==> config.mk <==
export PLATFORM = sky130hd
export DESIGN_NAME = bmoc_control
export DESIGN_NICKNAME = d
export VERILOG_FILES = /design/src/core/bmoc_pkg.sv /design/src/core/bmoc_control.sv /design/src/core/bmoc_low_side_avg.sv
export VERILOG_INCLUDE_DIRS = /design/src /design/src/core
export SDC_FILE = /design/constraint.sdc
export NUM_CORES = 1
export LEC_CHECK = 0
export BUFFER_PORTS_ARGS = -buffer_cell sky130_fd_sc_hd__buf_2
export CORE_MARGIN = 2
export CORE_UTILIZATION = 50
export DETAILED_ROUTE_END_ITERATION = 8
export HOLD_SLACK_MARGIN = 0.05
export PLACE_DENSITY = 0.68
export SYNTH_ARGS = -nofsm -noshare
export SYNTH_HDL_FRONTEND = slang
export SYNTH_SLANG_ARGS = --single-unit
==> constraint.sdc <==
create_clock -name clk -period 67.8 [get_ports clk]
set_clock_uncertainty 0.1 [all_clocks]
set_input_delay 3.39 -clock clk [delete_from_list [all_inputs] [get_ports clk]]
set_output_delay 3.39 -clock clk [all_outputs]
set_load 0.03 [all_outputs]
==> src/core/bmoc_cfg.svh <==
// constants for the buck mode and overcurrent control block: offsets, fields, timing
// assumes inclusion by bare name from the package and from bmoc_control
`ifndef BMOC_CFG_SVH
`define BMOC_CFG_SVH
`define BMOC_ADDR_RATE      8'h33
`define BMOC_ADDR_UVREACT   8'h45
`define BMOC_ADDR_CURSTAT   8'h7B
`define BMOC_ADDR_VOUTSTAT  8'h7A
`define BMOC_ADDR_SYSCFG    8'hA0
`define BMOC_ADDR_LOOPGAIN  8'hA9
`define BMOC_ADDR_INTRAMP   8'hAA
`define BMOC_ADDR_LOADLINE  8'hAD
`define BMOC_RETRY_BIT      3
`define BMOC_FORCED_CONTINUOUS_SELECT_BIT       0
`define BMOC_VLIM_BIT       0
`define BMOC_UVT_BIT        0
`define BMOC_CLK_HZ         125000000
`define BMOC_HICCUP_MS      56
`define BMOC_HICCUP_CYC     ((`BMOC_CLK_HZ / 1000) * `BMOC_HICCUP_MS)
`define BMOC_FSW_600K_HZ    600000
`define BMOC_FSW_800K_HZ    800000
`define BMOC_FSW_1M_HZ      1000000
`define BMOC_FSW_1M2_HZ     1200000
`define BMOC_UVDLY_UNIT     1250
`define BMOC_RST_RATE       8'h00
`define BMOC_RST_UVREACT    8'h00
`define BMOC_RST_SYSCFG     8'h00
`define BMOC_RST_COMP       8'h00
`endif

==> src/core/bmoc_pkg.sv <==
// types for the buck mode and overcurrent control block
// assumes bmoc_cfg.svh on the include path
`include "bmoc_cfg.svh"
package bmoc_pkg;
  typedef enum logic [2:0] {
    bmoc_off_s     = 3'b000,
    bmoc_soft_s    = 3'b001,
    bmoc_run_s     = 3'b011,
    bmoc_latch_s   = 3'b010,
    bmoc_hiccup_s  = 3'b110
  } bmoc_state_t;
  typedef logic [7:0] bmoc_byte_t;
endpackage

==> src/core/bmoc_control.sv <==
// mode, frequency, valley clamp, undervoltage reaction and compensation registers
// assumes a simple byte register port driven by the serial host front end
`timescale 1ns/10ps
`include "bmoc_cfg.svh"
// What this block does
// RULE1: two-bit code picks 600k to 1.2M switching
// RULE2: select bit set forces continuous, else auto-skip
// RULE3: mode select captured, frozen while enabled
// RULE4: write acknowledged while enabled, applied after toggle
// RULE5: hold low side, delay high side above limit
// RULE6: clamp action sets valley limit flag
// RULE7: no direct shutdown on clamp
// RULE8: after delay, react by retry select bit
// RULE9: retry zero latches drivers off until toggle
// RULE10: retry one sleeps 56 ms, restarts forever
// RULE11: clamp stays active during soft-start
// RULE12: undervoltage comparator ignored during soft-start
// RULE13: telemetry averages low-side current per on-time
// RULE14: compensation fields independently writable
// RULE15: recovery above threshold zeroes delay counter
// RULE16: trip flag set when delay starts
// RULE17: hiccup restart goes through soft-start again
// RULE18: host writes settings before enabling
module bmoc_control #(
  parameter int          CUR_W      = 12,
  parameter int unsigned HICCUP_CYC = `BMOC_HICCUP_CYC
) (
  // clock and reset
  input  wire logic               clk,
  input  wire logic               rst_b,
  // register port
  input  wire logic               reg_wr,
  input  wire logic               reg_rd,
  input  wire logic [7:0]         reg_addr,
  input  wire bmoc_pkg::bmoc_byte_t reg_wdata,
  output bmoc_pkg::bmoc_byte_t    reg_rdata,
  output logic                    reg_ack,
  // enable pin and power stage sense
  input  wire logic               enable_pin,
  input  wire logic               soft_start_done,
  input  wire logic               uv_below,
  input  wire logic               low_over_limit,
  input  wire logic               cycle_end,
  input  wire logic               low_on,
  input  wire logic [CUR_W-1:0]   low_current,
  // power stage control
  output logic                    convert_on,
  output logic                    soft_start_go,
  output logic                    hold_low_on,
  output logic                    block_high_on,
  output logic                    forced_continuous_select,
  output logic [1:0]              fsw_code,
  output logic [23:0]             fsw_step,
  output logic [CUR_W-1:0]        output_current_reading,
  output bmoc_pkg::bmoc_byte_t    loop_gain_out,
  output bmoc_pkg::bmoc_byte_t    integrator_ramp_out,
  output bmoc_pkg::bmoc_byte_t    load_line_out
);
  import bmoc_pkg::*;
  // the sleep counter cannot serve a zero-length hiccup
  initial if (HICCUP_CYC < 1) $error("bmoc_control: hiccup count must be positive");
  // the averager divides a sum of this width, so keep it modest
  initial if (CUR_W < 2 || CUR_W > 24) $error("bmoc_control: current width out of range");

  // registers written by the host
  // every field is a whole byte so a single write never disturbs a neighbour
  bmoc_byte_t  switching_rate_select;
  bmoc_byte_t  undervoltage_reaction_config;
  bmoc_byte_t  system_user_config;
  bmoc_byte_t  loop_gain_config;
  bmoc_byte_t  integrator_ramp_config;
  bmoc_byte_t  load_line_config;
  // status
  logic        valley_limit_flag;
  logic        undervoltage_trip;
  // control state
  bmoc_state_t state;
  bmoc_state_t next_state;
  logic        enable_q;
  logic [31:0] dly_cnt;
  logic [31:0] sleep_cnt;
  logic        mode_latched;

  // address decode
  // one compare per register; the status addresses decode for reads only
  // unmapped addresses select nothing and read back as zero
  wire sel_rate   = reg_addr == `BMOC_ADDR_RATE;
  wire sel_uv     = reg_addr == `BMOC_ADDR_UVREACT;
  wire sel_cur    = reg_addr == `BMOC_ADDR_CURSTAT;
  wire sel_vout   = reg_addr == `BMOC_ADDR_VOUTSTAT;
  wire sel_sys    = reg_addr == `BMOC_ADDR_SYSCFG;
  wire sel_gain   = reg_addr == `BMOC_ADDR_LOOPGAIN;
  wire sel_ramp   = reg_addr == `BMOC_ADDR_INTRAMP;
  wire sel_ll     = reg_addr == `BMOC_ADDR_LOADLINE;
  wire en_rise    = enable_pin && !enable_q;
  wire en_fall    = !enable_pin && enable_q;
  wire retry_sel  = undervoltage_reaction_config[`BMOC_RETRY_BIT];
  // delay length: lower three bits in units, zero means immediate
  wire [31:0] dly_lim = 32'(undervoltage_reaction_config[2:0]) * 32'(`BMOC_UVDLY_UNIT);
  // comparator only counts after soft-start, in run state
  wire uv_live    = (state == bmoc_run_s) && uv_below; // RULE12 RULE17
  wire uv_expire  = uv_live && (dly_cnt >= dly_lim); // RULE8
  wire clamp      = convert_on && low_over_limit; // RULE11

  // read mux
  // combinational, so data is valid in the same cycle as the read strobe
  // the host must hold the address for that cycle or it reads a neighbour
  always_comb
  begin
    reg_rdata = 8'h00;
    if (sel_rate)
      reg_rdata = switching_rate_select;
    else if (sel_uv)
      reg_rdata = undervoltage_reaction_config;
    else if (sel_cur)
      reg_rdata = {7'h00, valley_limit_flag};
    else if (sel_vout)
      reg_rdata = {7'h00, undervoltage_trip};
    else if (sel_sys)
      reg_rdata = system_user_config;
    else if (sel_gain)
      reg_rdata = loop_gain_config;
    else if (sel_ramp)
      reg_rdata = integrator_ramp_config;
    else if (sel_ll)
      reg_rdata = load_line_config;
  end
  // every access is acknowledged, including mode writes while enabled
  assign reg_ack = reg_wr || reg_rd; // RULE4

  // host writes; compensation fields are separate bytes
  // writes to status or unmapped addresses fall through and are dropped
  // the mode byte is stored at once; its effect waits for an enable toggle
  always_ff @(posedge clk or negedge rst_b)
  begin
    if (!rst_b)
    begin
      switching_rate_select        <= `BMOC_RST_RATE;
      undervoltage_reaction_config <= `BMOC_RST_UVREACT;
      system_user_config           <= `BMOC_RST_SYSCFG;
      loop_gain_config             <= `BMOC_RST_COMP;
      integrator_ramp_config       <= `BMOC_RST_COMP;
      load_line_config             <= `BMOC_RST_COMP;
    end
    else if (reg_wr)
    begin
      if (sel_rate)
        switching_rate_select <= reg_wdata;
      else if (sel_uv)
        undervoltage_reaction_config <= reg_wdata;
      else if (sel_sys)
        system_user_config <= reg_wdata;
      else if (sel_gain)
        loop_gain_config <= reg_wdata; // RULE14
      else if (sel_ramp)
        integrator_ramp_config <= reg_wdata; // RULE14
      else if (sel_ll)
        load_line_config <= reg_wdata; // RULE14
    end
  end

  // status flags: set beats a clear on read of the same cycle
  // a clamp that lands in the read cycle must not be lost, so set wins
  // the trip flag marks the first cycle of the delay count
  // flags stay sticky until the host reads them back
  always_ff @(posedge clk or negedge rst_b)
  begin
    if (!rst_b)
    begin
      valley_limit_flag <= 1'b0;
      undervoltage_trip <= 1'b0;
    end
    else
    begin
      if (clamp)
        valley_limit_flag <= 1'b1; // RULE6
      else if (reg_rd && sel_cur)
        valley_limit_flag <= 1'b0;
      if (uv_live && dly_cnt == 32'h0)
        undervoltage_trip <= 1'b1; // RULE16
      else if (reg_rd && sel_vout)
        undervoltage_trip <= 1'b0;
    end
  end

  // next state: the clamp never leads here directly, only the uv path
  // enable low always wins and returns to off from any state
  // latch is left only by enable low; hiccup leaves by itself
  always_comb
  begin
    next_state = state;
    case (state)
      bmoc_off_s:
        if (enable_pin)
          next_state = bmoc_soft_s;
      bmoc_soft_s:
        if (!enable_pin)
          next_state = bmoc_off_s;
        else if (soft_start_done)
          next_state = bmoc_run_s;
      bmoc_run_s:
        if (!enable_pin)
          next_state = bmoc_off_s;
        else if (uv_expire) // RULE7
          next_state = retry_sel ? bmoc_hiccup_s : bmoc_latch_s; // RULE8
      bmoc_latch_s:
        if (!enable_pin)
          next_state = bmoc_off_s; // RULE9
      bmoc_hiccup_s:
        if (!enable_pin)
          next_state = bmoc_off_s;
        else if (sleep_cnt >= HICCUP_CYC - 1)
          next_state = bmoc_soft_s; // RULE10 RULE17
      default:
        next_state = bmoc_off_s;
    endcase
  end

  // state, delay and sleep counters
  // the delay count only runs while the comparator is live in run state
  // the sleep count restarts each time hiccup is entered
  // 32-bit counters cover the full hiccup time at this clock rate
  always_ff @(posedge clk or negedge rst_b)
  begin
    if (!rst_b)
    begin
      state     <= bmoc_off_s;
      enable_q  <= 1'b0;
      dly_cnt   <= 32'h0;
      sleep_cnt <= 32'h0;
    end
    else
    begin
      state    <= next_state;
      enable_q <= enable_pin;
      // rising back above threshold zeroes the count
      dly_cnt  <= uv_live && !uv_expire ? dly_cnt + 32'h1 : 32'h0; // RULE15
      sleep_cnt <= (state == bmoc_hiccup_s) ? sleep_cnt + 32'h1 : 32'h0; // RULE10
    end
  end

  // mode select follows the register only while disabled
  // freezing it while enabled avoids a mode change mid-conversion
  // a write while enabled is kept and applied at the next disable
  always_ff @(posedge clk or negedge rst_b)
  begin
    if (!rst_b)
      mode_latched <= 1'b0;
    else if (!enable_pin || en_fall)
      mode_latched <= system_user_config[`BMOC_FORCED_CONTINUOUS_SELECT_BIT]; // RULE3 RULE4
  end
  assign forced_continuous_select = mode_latched; // RULE2

  // frequency: code to period step for a phase accumulator downstream
  // steps are whole clocks, so all rates but 1M carry a small rounding error
  // upper bits of the rate byte are stored but do not affect the rate
  assign fsw_code = switching_rate_select[1:0]; // RULE1
  always_comb
  begin
    case (fsw_code)
      2'b00:   fsw_step = 24'(`BMOC_CLK_HZ / `BMOC_FSW_600K_HZ);
      2'b01:   fsw_step = 24'(`BMOC_CLK_HZ / `BMOC_FSW_800K_HZ);
      2'b10:   fsw_step = 24'(`BMOC_CLK_HZ / `BMOC_FSW_1M_HZ);
      default: fsw_step = 24'(`BMOC_CLK_HZ / `BMOC_FSW_1M2_HZ);
    endcase
  end

  // drivers: latch and hiccup force both off
  // convert_on gates both switches, so off states stop all switching
  assign convert_on    = (state == bmoc_soft_s) || (state == bmoc_run_s); // RULE9
  assign soft_start_go = (state == bmoc_soft_s) && !en_rise;
  // valley clamp extends the off-time cycle by cycle
  assign hold_low_on   = clamp; // RULE5
  assign block_high_on = clamp && !cycle_end ? 1'b1 : clamp; // RULE5

  // compensation outputs
  // passed straight to the analog loop; no field here changes the logic
  assign loop_gain_out       = loop_gain_config;
  assign integrator_ramp_out = integrator_ramp_config;
  assign load_line_out       = load_line_config;

  // telemetry averager
  // averaging over the whole on-time gives load current, not a valley
  // the reading holds its last value while conversion is off
  bmoc_low_side_avg #(
    .W(CUR_W)
  ) u_avg (
    .clk     (clk),
    .rst_b   (rst_b),
    .low_on  (low_on),
    .sample  (low_current),
    .average (output_current_reading),
    .done    ()
  );
endmodule

==> src/core/bmoc_low_side_avg.sv <==
// averages the low-side switch current over each low-side on-time
// assumes samples are synchronous to clk and valid while low_on is high
`timescale 1ns/10ps
module bmoc_low_side_avg #(
  parameter int W = 12
) (
  // clock and reset
  input  wire logic         clk,
  input  wire logic         rst_b,
  // sampling
  input  wire logic         low_on,
  input  wire logic [W-1:0] sample,
  // result
  output logic      [W-1:0] average,
  output logic              done
);
  initial if (W < 2 || W > 24) $error("bmoc_low_side_avg: width out of range");
  logic [W+15:0] sum;   // running sum within one on-time
  logic [15:0]   cnt;   // samples taken
  logic          low_on_q;
  wire           fin = low_on_q && !low_on;
  wire [W+15:0]  quo = (cnt == 16'h0000) ? '0 : sum / {{W{1'b0}}, cnt};
  // accumulate from start to end of the on-time, never a peak or valley
  always_ff @(posedge clk or negedge rst_b)
  begin
    if (!rst_b)
    begin
      sum      <= '0;
      cnt      <= 16'h0000;
      low_on_q <= 1'b0;
      average  <= '0;
      done     <= 1'b0;
    end
    else
    begin
      low_on_q <= low_on;
      done     <= fin;
      if (low_on && !low_on_q)
      begin
        sum <= {16'h0000, sample};
        cnt <= 16'h0001;
      end
      else if (low_on && cnt != 16'hFFFF)
      begin
        sum <= sum + {16'h0000, sample};
        cnt <= cnt + 16'h0001;
      end
      if (fin)
        average <= quo[W-1:0]; // RULE13
    end
  end
endmodule

-- Yosys cells after proc, flatten, opt, wreduce, memory -nomap -nowiden
Cells that the tools add are included.
- logic and storage cells: 119
- bits in registers: 176
- output and inout port bits: 76
- input bits: 38
- order comparisons: 2
- multiply operators: 1
- bitwise gates (word level): 5
- mux-type cells: 31
- reduce and logical (&&, ||, !) cells: 38
- equality and inequality tests: 20
- divide/modulo/power cells: 1
- $add $sub $neg: 4
- operators with widths (cell ; count):
    adder 32 x 1 -> 32 bit (second input constant) ; 2
    two-way mux 32 bit ; 2
    two-way mux 8 bit ; 8
    two-way mux 28 bit ; 2
    equality test 8 bit (second input constant) ; 4
    >= comparator 32 x 14 -> 1 bit ; 1
    >= comparator 32 x 23 -> 1 bit (second input constant) ; 1
    logical NOT 32 bit ; 1
    two-way mux 16 bit ; 2
    adder 28 x 12 -> 28 bit ; 1
    divider 28 x 16 -> 28 bit ; 1
    two-way mux 3 bit ; 9
    equality test 8 x 7 -> 1 bit (second input constant) ; 3
    one-hot mux 8 bit (3 select lines) ; 1
    adder 16 x 1 -> 16 bit (second input constant) ; 1
    logical NOT 16 bit ; 1
    inequality test 16 bit (second input constant) ; 1
    one-hot mux 3 bit (5 select lines) ; 1
    logical AND 1 bit ; 14
    multiplier 3 x 10 -> 13 bit (second input constant) ; 1
    two-way mux 12 bit ; 1
    AND reduction 5 bit ; 2
    inequality test 3 bit (second input constant) ; 3
    equality test 8 x 6 -> 1 bit (second input constant) ; 1
    18 further kinds ; 38

-- Depth between registers and ports, before layout
Gate-level depths: netlist (run 1).
- depth in word-level cells: 9
- gate-level depth with buffers: 363
- depth with buffers taken out: 335

-- By module
Synthesis (run 1) repeated with hierarchy kept, for this count alone.
- cell total of the unflattened synthesis: 3353
- area, all modules: 26522.9 um2
- by module, submodules not included (module ; cells an instance ; sequential area each (um2) ; instances ; area each (um2)):
    bmoc_low_side_avg ; 2773 ; 1451.4 ; 1 ; 20270.7
    bmoc_control ; 580 ; 2977.9 ; 1 ; 6252.2

-- Worst setup path after synthesis (run 1)
OpenSTA, ideal clock, no wires.
- path type: flip-flop to flip-flop
- from: register u_avg.cnt[7]
- to: register u_avg.average[0]
- cell stages (with the launch flop): 346
- data arrival time: 68.838 ns
- slack: -1.272 ns
- data required time: 67.567 ns
- path buffers: 34
- clock period less this slack: 69.072 ns
- setup time: 0.133 ns
- path through: dfrtp_1 buf_2 inv_1 nand4_1 nor3_1 a31oi_1 ha_1 o21ai_0 nor2b_1 a2111oi_0 o21ai_0 ha_1 a21oi_1 nand2_1 o2111ai_1 o31ai_1 or2_2 ha_1 [... 310 more ...] nor2b_1 o21ai_0 nand2b_1 a21oi_1 nor2b_1 o21ai_0 nand2b_1 a21oi_1 nor2b_1 o21ai_0 nand2b_1 a21oi_1 nor2b_1 o21ai_0 nand4_1 or4b_1 nor4_1 a31oi_1
- longest elaborated chain between the ends: 2
- elaborated cells on any way between the ends: 3
- classes of those cells: div: 1; mux: 1; reduce/logical: 1
- ends and longest elaborated chain (what ; line ; text):
    from (decl) ; bmoc_low_side_avg.sv:19 ; logic [15:0] cnt;
    from (signal assigned) ; bmoc_low_side_avg.sv:46 ; cnt <= cnt + 16'h0001;
    divider 28 x 16 -> 28 bit / logical NOT 16 bit (equally long branches) ; bmoc_low_side_avg.sv:22 ; wire [W+15:0] quo = (cnt == 16'h0000) ? '0 : sum / {{W{1'b0}}, cnt};
    two-way mux 12 bit (*) ; bmoc_low_side_avg.sv:22 ;
    to (signal assigned) ; bmoc_low_side_avg.sv:49 ; average <= quo[W-1:0];
    to (decl) ; bmoc_low_side_avg.sv:14 ; output logic [W-1:0] average,
Mark *: on every way between the ends. The rest lies on a longest branch, timed or not.
A chain may end at the register's enable or synchronous reset.

-- Worst setup path after layout (run 1)
- from: register u_avg.cnt[15]
- to: register u_avg.average[0]
The elaborated chain is that of the path after synthesis.

==> flow_summary.yaml, run 1 <==
floorplan:
  initial_core_util_pct: 50.8
  die_w_um: 236
  die_h_um: 236
  pin_count: 114
  core_mm2: 0.0529
  row_count: 84
  die_area_mm2: 0.0556
detailed_routing:
  wl_per_cell_um: 16.5
  ant_nets: 0
  firstDrtPassIters: 6
  vias: 27600
  drt-initial-drc-count: 1920
  wirelength_mm: 77.4
  vias_per_cell: 5.90
  drc: 0
cells_and_area:
  fin_nets: 4387
  fill_cells: 4595
  syn2layout_area_growth_pct: 24.2
  multi_input_area_mm2: 0.0227
  drive_above_1_share_pct: 25.4
  fin_util_pct: 63.1
  regArea_mm2: 0.00441
cts:
  cts.sinks: 176
  clk_path_buf_depth: 2
  htreeDepth: 4
  postCtsHoldBufs: 0
  cts_root_buffer: "clkbuf_16"
  cts-buffers-inserted: 17
  clk_latency_ns: 0.43
  cts_tree: "built"
  clk_pin_slew_ns: 0.08
synth:
  yosys.area_share.adder_pct: 17.5
  synthTopCellsByCount: "nor2_1 (370), ha_1 (369), nand2_1 (269), a21oi_1 (231), o21ai_0 (194)"
  synth_edf_count: 0
  syn_avg_cell_area_um2: 7.82
  syn_area_mm2: 0.0269
  ys_async_sr_fraction_pct: 100
  ys_warn_count: 0
  postSynthCellCount: 3434
  muxShareOfSynthArea_pct: 6.73
  yosys_most_used_dff: "dfrtp_1"
  synthDominantCellAreaShare_pct: 17.2
  synth-simple-area-share_pct: 23.5
  synth.most_common_cell: "nor2_1"
  yosysUniqueCellTypes: 109
  synth_top_family_by_area: "compound AO/OA/AOI/OAI gates"
  ys_ff_latch: 176
  synth_xor_area_share_pct: 7.27
  yosysSeqAreaShare_pct: 16.4
  synth_compound_area_share_pct: 25.0
  synth_top_cells_by_area: "ha_1 (17%), dfrtp_1 (16%), nor2_1 (5.2%)"
  yosys.area.top_type: "ha_1"
timing:
  fin_crit_sh_pct: 95.1
  fmax_mhz: 15.5
  drv_slew: 0
  setup_viol: 0
  tns_ns: 0
  worst_slew_pin_slew_ns: 1.18
  period_needed_ns: 64.46
  maxSlewHeadroom_pct: 20.9
  setup_ws_ns: 3.34
  hold_viol_final: 0
  whs_ns: 0.388
critical_path:
  crit_slowest_cell: "or4_4"
  r2r_cells: 333
  worst-path-stages: 333
  critPathKind: "reg -> reg"
  max_stage_delay_ns: 0.62
  crit_top_cell: "o21a_1"
  crit_required_ns: 67.99
  arrival_ns: 64.65
  critPathBufInv: 22
  critical_path.startpoint_type: "register"
  critPathMaxFanout: 11
  end_kind: "register"
  critPathTopFamily: "compound AO/OA/AOI/OAI gates"
place:
  portBuffers: 95
  dp_worst_setup_slack_ns: 0.235
  place_congestion: 0.924
  dp_hpwl_mm: 58.6
global_route:
  gr-total-overflow: 0
  grt_pass1_wl_mm: 123
  grt.total_usage_pct: 26.1
  antenna_found_initial: 1
  grt_max_degree: 112
  grt_pass1_vias: 25400
job:
  max_cap_viol_count: 0
hold_path:
  hp-class: "reg -> reg"
  whs_path_depth: 2
run_status:
  outcome: "finished clean"
[final cells by class]
type                            instances  area share (%)
Clock buffer                           17            1.28
Sequential cell                       176            13.2
Multi-Input combinational cell       3063            68.0
Antenna cell                            3          0.0225
Timing Repair Buffer                  609            13.1
Clock inverter                         14           0.596
Inverter                              109            1.25
Tap cell                              688            2.58
[logic make-up after synthesis]
kind of cell | after synthesis
other | 1
multiplexers | 165
XOR/XNOR | 223
AO/OA/AOI/OAI | 992
adder cells (fa/ha/maj) | 374
buffers and inverters | 229
flip-flops | 176
AND/OR/NAND/NOR | 1274
[worst reg2reg max path, delay by kind of cell (launching register included)]
kind	cells	cell delay, ns
fa+ha+maj	27	8.07
simple gates	71	13.16
compound gates	205	37.07
flops	1	0.46
buf+inv	22	3.46
mux	7	1.84
xor+xnor	1	0.16
[flip-flops by register name (all words and copies together) (netlist names), 12 cells and up]
signal         flops
dly_cnt           32
u_avg.sum         28
u_avg.cnt         16
sleep_cnt         32
u_avg.average     12
[layer usage]
metal	GRT usage, %	wire [µm]	share of wire, %
met2	44.7	36400	47
met4	5.98	1820	2.4
met5	0	0	0
met3	2.22	3340	4.3
met1	35.5	35900	46
[cell usage in the layout (no fill, tap or decap), drive strengths merged, types with 37 or more instances in the layout]
master / instances
xnor2: 127
o21ai: 202
o21a: 143
or3: 42
dfrtp: 176
o211ai: 38
nand3: 110
o31ai: 70
mux2: 121
buf: 608
mux2i: 44
nor3: 162
nor2: 371
nand2: 270
and3: 41
nor2b: 50
inv: 113
a21o: 85
ha: 369
nand2b: 37
xor2: 96
a21oi: 232
[path summary, 6_finish.rpt]
kind	slack [ns]	end	from
worst min register to register	0.39	u_avg.average[7]	u_avg.average[7]
worst min-delay path	0.39	u_avg.average[7]	u_avg.average[7]
worst max-delay path	3.34	u_avg.average[0]	u_avg.cnt[15]
worst max register to register	3.34	u_avg.average[0]	u_avg.cnt[15]
max in group asynchronous	63.20	system_user_config[5]	rst_b
min in group asynchronous	2.95	sleep_cnt[18]	rst_b
[stage by stage]
stage | cells | cell area [µm²]
global placement | 4589 | 31300
finish | 4679 | 33400
CTS | 4620 | 31900
global route | 4676 | 33300
detailed placement | 4589 | 31300
floorplan | 3467 | 27000
[repair_timing]
item / 4_1_cts / 5_1_grt
setup buffers: 0 / 54
endpoints found under the setup margin: 1 / 2
gates resized for setup: 2 / 225
gates cloned: 0 / 2
pin swaps: 0 / 66
Power of run 1 is not shown: default switching activity piles up to over one toggle a cycle in this logic, so the estimate is an artifact.
==> inputs of run 2 (changes only) <==
--- a/config.mk
+++ b/config.mk
@@ -6,6 +6,7 @@
 export SDC_FILE = /design/constraint.sdc
 export NUM_CORES = 1
 export LEC_CHECK = 0
+export ABC_CLOCK_PERIOD_IN_PS = 67800
 export BUFFER_PORTS_ARGS = -buffer_cell sky130_fd_sc_hd__buf_2
 export CORE_MARGIN = 2
 export CORE_UTILIZATION = 50
@@ -14,4 +15,5 @@
 export PLACE_DENSITY = 0.68
 export SYNTH_ARGS = -nofsm -noshare
 export SYNTH_HDL_FRONTEND = slang
+export SYNTH_HIERARCHICAL = 1
 export SYNTH_SLANG_ARGS = --single-unit
==> run 2 against run 1 <==
Non-clock buffer count down 279; critical path type unchanged; global-route usage increased by 0.79 points; setup slack lost 0.27 ns; sequential share of layout area is 1.1 points higher; first-iteration DRC count shrank 15%; clock-buffer cell count unchanged; via count decreased by 5.8%; area after synthesis fell by 1.4%.
==> flow_summary.yaml, run 2 <==
cells_and_area:
  final_cell_mix: "ha_1 (353), nor2_1 (293), nand2_1 (279)"
  antenna_cells: 0
  fin_nets: 4021
  reg.largest.list: "dly_cnt x32, sleep_cnt x32, u_avg/sum x28"
  fill_cells: 4745
  multi_input_area_mm2: 0.0222
  post-route-cell-area_mm2: 0.0309
  layout_commonest_cell: "ha_1"
  fin_util_pct: 58.9
  syn2layout_area_growth_pct: 16.6
  regArea_mm2: 0.00441
  drive_above_1_share_pct: 20.8
floorplan:
  pin_count: 114
  die_h_um: 234
  core_mm2: 0.0524
  initial_core_util_pct: 50.5
  row_count: 84
  die_area_mm2: 0.0549
  die_w_um: 234
detailed_routing:
  drt-initial-drc-count: 1634
  wirelength_mm: 76.4
  drc: 0
  firstDrtPassIters: 6
  wl_per_cell_um: 17.7
  ant_nets: 0
  vias_per_cell: 6.03
  vias: 26000
critical_path:
  crit_top_cell: "o21a_1"
  end_kind: "register"
  r2r_cells: 336
  crit_required_ns: 68.07
  critical_path.startpoint_type: "register"
  critPathKind: "reg -> reg"
  r2r-end: "u_avg/average[0]"
  critPathMaxFanout: 23
  rr_startpoint: "u_avg/cnt[4]"
  max_stage_delay_ns: 0.66
  crit_slowest_cell: "or4b_2"
  rrSetupSlack_ns: 3.07
  arrival_ns: 65.00
  worstSetupStartpoint: "u_avg/cnt[4]"
global_route:
  gr-usage-met3_pct: 2.46
  gr-total-overflow: 0
  grt.total_usage_pct: 26.9
  grt_pass1_vias: 23500
  antenna_found_initial: 1
  grt_max_degree: 107
  grt_pass1_wl_mm: 119
  met2_usage_pct: 46.6
  grt-busiest-layer: "met2"
  grtUsageMet1_pct: 36.2
timing:
  hold_viol_final: 0
  period_needed_ns: 64.73
  drv_slew: 0
  fin_crit_sh_pct: 95.5
  tns_ns: 0
  maxSlewHeadroom_pct: 25.7
  worst_slew_pin_slew_ns: 1.11
  fmax_mhz: 15.4
  setup_viol: 0
hold_path:
  min_delay_worst_endpoint: "sleep_cnt[0]"
  hp-class: "reg -> reg"
  whs_path_depth: 1
  worstHoldStart: "sleep_cnt[0]"
cts:
  clk_latency_ns: 0.47
  cts.sinks: 176
  cts_root_buffer: "clkbuf_16"
  cts-buffers-inserted: 17
  clk_pin_slew_ns: 0.11
  cts_tree: "built"
  clk_path_buf_depth: 2
  htreeDepth: 4
place:
  place_congestion: 0.938
  dp_hpwl_mm: 56.6
  portBuffers: 95
  place_area_mm2: 0.0290
job:
  max_cap_viol_count: 0
synth:
  postSynthCellCount: 3352
  syn_area_mm2: 0.0265
  ys_warn_count: 6
  syn_avg_cell_area_um2: 7.91
run_status:
  outcome: "finished clean"
==> run 2: worst max-delay path by stage <==
stage | endpoint | slack (ns)
floorplan | u_avg/average[0] | 0.03
global placement | u_avg/average[0] | -0.1
detailed placement | u_avg/average[0] | -0.38
CTS | u_avg/average[0] | 0.02
global route | u_avg/average[0] | -0.37
finish | u_avg/average[0] | 3.07
==> run 2: cell type report <==
type | instances | share of cell area (%)
inverter | 114 | 1.40
timing repair buffer | 330 | 7.53
tap | 688 | 2.79
multi-input combinational | 2972 | 72.0
clock inverter | 15 | 0.692
sequential | 176 | 14.3
clock buffer | 17 | 1.38
==> run 2: repair_timing <==
item	4_1_cts	5_1_grt
setup buffers	3	37
pin swaps	2	65
gates cloned	0	2
hold buffers	0	0
resized for setup	10	212
endpoints found under the setup margin	1	2
==> run 2: per-layer routing <==
layer,share of wire (%),vias to the layer above
met1,46,12300
met2,47,617
met4,1.9,0
met3,4.4,107
met5,0,-
li1,-,13000
==> run 2: worst max-delay path, delay by kind of cell, from the launching register on <==
family | cells | cell delay (ns)
adders and majority gates | 27 | 7.94
and+or+nand+nor | 91 | 16.20
buffers and inverters | 20 | 2.75
AOI/OAI and AO/OA | 188 | 34.95
muxes | 10 | 2.24
DFF | 1 | 0.46
==> run 2: metrics by stage <==
| stage | std cells | setup WS (ns) | hold WS, ns |
|---|---|---|---|
| global placement | 4238 | -0.0984 | 0.351 |
| finish | 4312 | 3.07 | 0.372 |
| CTS | 4273 | 0.0156 | 0.372 |
| global route | 4312 | -0.373 | 0.399 |
| floorplan | 3385 | 0.0261 | 0.333 |
| detailed placement | 4238 | -0.382 | 0.357 |
Power of run 2 is left out for the same reason.
==> inputs of run 3 (changes only) <==
--- a/config.mk
+++ b/config.mk
@@ -7,7 +7,7 @@
 export NUM_CORES = 1
 export LEC_CHECK = 0
 export ABC_CLOCK_PERIOD_IN_PS = 67800
-export BUFFER_PORTS_ARGS = -buffer_cell sky130_fd_sc_hd__buf_2
+export BUFFER_PORTS_ARGS = -buffer_cell sky130_fd_sc_hd__clkbuf_2
 export CORE_MARGIN = 2
 export CORE_UTILIZATION = 50
 export DETAILED_ROUTE_END_ITERATION = 8
==> run 3 against run 2 <==
Register-to-register slack hardly changed; wire length is 0.24% higher; flip-flop and latch count stayed put; first-iteration DRC count is 4.5% lower; non-clock buffer count is 1 higher; setup slack better by 0.0031 ns; critical path depth stayed put; maximum frequency hardly changed; core utilization hardly changed; clock-buffer cell count stayed put; critical path type unchanged; highest routed layer unchanged.
==> flow_summary.yaml, run 3 (synthesized netlist as in run 2, its figures left out) <==
timing:
  worst_slew_pin_slew_ns: 1.05
  drv_slew: 0
  whs_ns: 0.378
  fmax_mhz: 15.4
  setup_viol: 0
  period_needed_ns: 64.73
  fin_crit_sh_pct: 95.5
  hold_viol_final: 0
  maxSlewHeadroom_pct: 29.6
cells_and_area:
  regArea_mm2: 0.00441
  syn2layout_area_growth_pct: 16.6
  fill_cells: 4808
  drive_above_1_share_pct: 20.8
  layout_commonest_cell: "ha_1"
  multi_input_area_mm2: 0.0222
  fin_nets: 4022
  reg.largest.list: "dly_cnt x32, sleep_cnt x32, u_avg/sum x28"
  final_cell_mix: "ha_1 (355), nor2_1 (294), nand2_1 (278)"
  post-route-cell-area_mm2: 0.0309
place:
  portBuffers: 95
  place_congestion: 0.908
  place_area_mm2: 0.0288
  dp_hpwl_mm: 56.9
global_route:
  grt.total_usage_pct: 27.1
  antenna_found_initial: 0
  grt_pass1_wl_mm: 121
  gr-total-overflow: 0
  grt_max_degree: 105
  grt_pass1_vias: 24300
critical_path:
  critPathTopFamily: "compound AO/OA/AOI/OAI gates"
  critPathBufInv: 16
  crit_required_ns: 68.05
  end_kind: "register"
  max_stage_delay_ns: 0.56
  crit_top_cell: "o21a_1"
  crit_slowest_cell: "or4_1"
  critPathKind: "reg -> reg"
  critical_path.startpoint_type: "register"
  critPathMaxFanout: 13
  arrival_ns: 64.97
cts:
  cts-buffers-inserted: 17
  clk_pin_slew_ns: 0.09
  postCtsHoldBufs: 0
  cts_tree: "built"
  htreeDepth: 4
  clk_path_buf_depth: 2
  cts_root_buffer: "clkbuf_16"
  clk_latency_ns: 0.45
  cts.sinks: 176
floorplan:
  die_h_um: 234
  row_count: 84
  pin_count: 114
  die_area_mm2: 0.0549
  initial_core_util_pct: 50.5
  core_mm2: 0.0524
  die_w_um: 234
detailed_routing:
  vias: 26000
  drt-initial-drc-count: 1560
  ant_nets: 0
  vias_per_cell: 6.03
  firstDrtPassIters: 6
  wirelength_mm: 76.6
  drc: 0
  wl_per_cell_um: 17.7
hold_path:
  hp-class: "reg -> reg"
job:
  max_cap_viol_count: 0
run_status:
  outcome: "finished clean"
run 3: worst paths after layout:
kind / from / to / cells after the start / slack (ns)
max: u_avg/cnt[4] / u_avg/average[0] / 336 / 3.07
min: sleep_cnt[0] / sleep_cnt[0] / 1 / 0.38
max reg2reg: u_avg/cnt[4] / u_avg/average[0] / 336 / 3.07
min reg2reg: sleep_cnt[0] / sleep_cnt[0] / 1 / 0.38
max in group asynchronous: rst_b / dly_cnt[21] / 2 / 63.15
min in group asynchronous: rst_b / sleep_cnt[2] / 1 / 2.95
run 3: repair_timing:
action,4_1_cts,5_1_grt
buffers inserted,0,59
gates resized for setup,11,223
gates cloned,0,2
setup endpoints to repair,1,2
pin swaps,3,65
hold endpoints to repair,0,0
run 3: per-stage QoR:
| stage | TNS (ns) | util (%) | std cells | worst slack (ns) |
|---|---|---|---|---|
| 5_1_grt | -0.454 | 58.9 | 4313 | -0.454 |
| 3_3_place_gp | -0.0804 | 55.0 | 4220 | -0.0804 |
| 6_report | 0 | 58.9 | 4314 | 3.07 |
| 3_5_place_dp | -0.361 | 55.0 | 4220 | -0.361 |
| 4_1_cts | 0 | 56.2 | 4252 | 0.0464 |
| 2_1_floorplan | 0 | - | 3385 | 0.0261 |
run 3: routing by layer:
layer	up-vias	track usage (%)	part of all wire (%)
li1	13000	-	-
met1	12300	36.2	46
met2	650	46.6	47
met3	135	2.55	4.7
met4	0	7.10	2.4
met5	-	0	0
run 3: area by class of cell:
| class | instances | share of cell area (%) |
|---|---|---|
| clock inverter | 15 | 0.684 |
| inverter | 114 | 1.40 |
| multi-input combinational | 2972 | 72.0 |
| clock buffer | 17 | 1.38 |
| antenna | 1 | 0.00810 |
| tap | 688 | 2.79 |
| sequential | 176 | 14.3 |
| timing repair buffer | 331 | 7.51 |
run 3: worst reg2reg max path, delay by kind of cell, from the launching register on:
family | cells | cell delay (ns)
buffers and inverters | 16 | 2.08
AOI/OAI and AO/OA | 195 | 36.23
xor gates and xnor gates | 1 | 0.16
adders and majority gates | 27 | 7.73
and+or+nand+nor | 88 | 15.77
DFF | 1 | 0.43
muxes | 9 | 2.09
Power of run 3 is left out for the same reason.
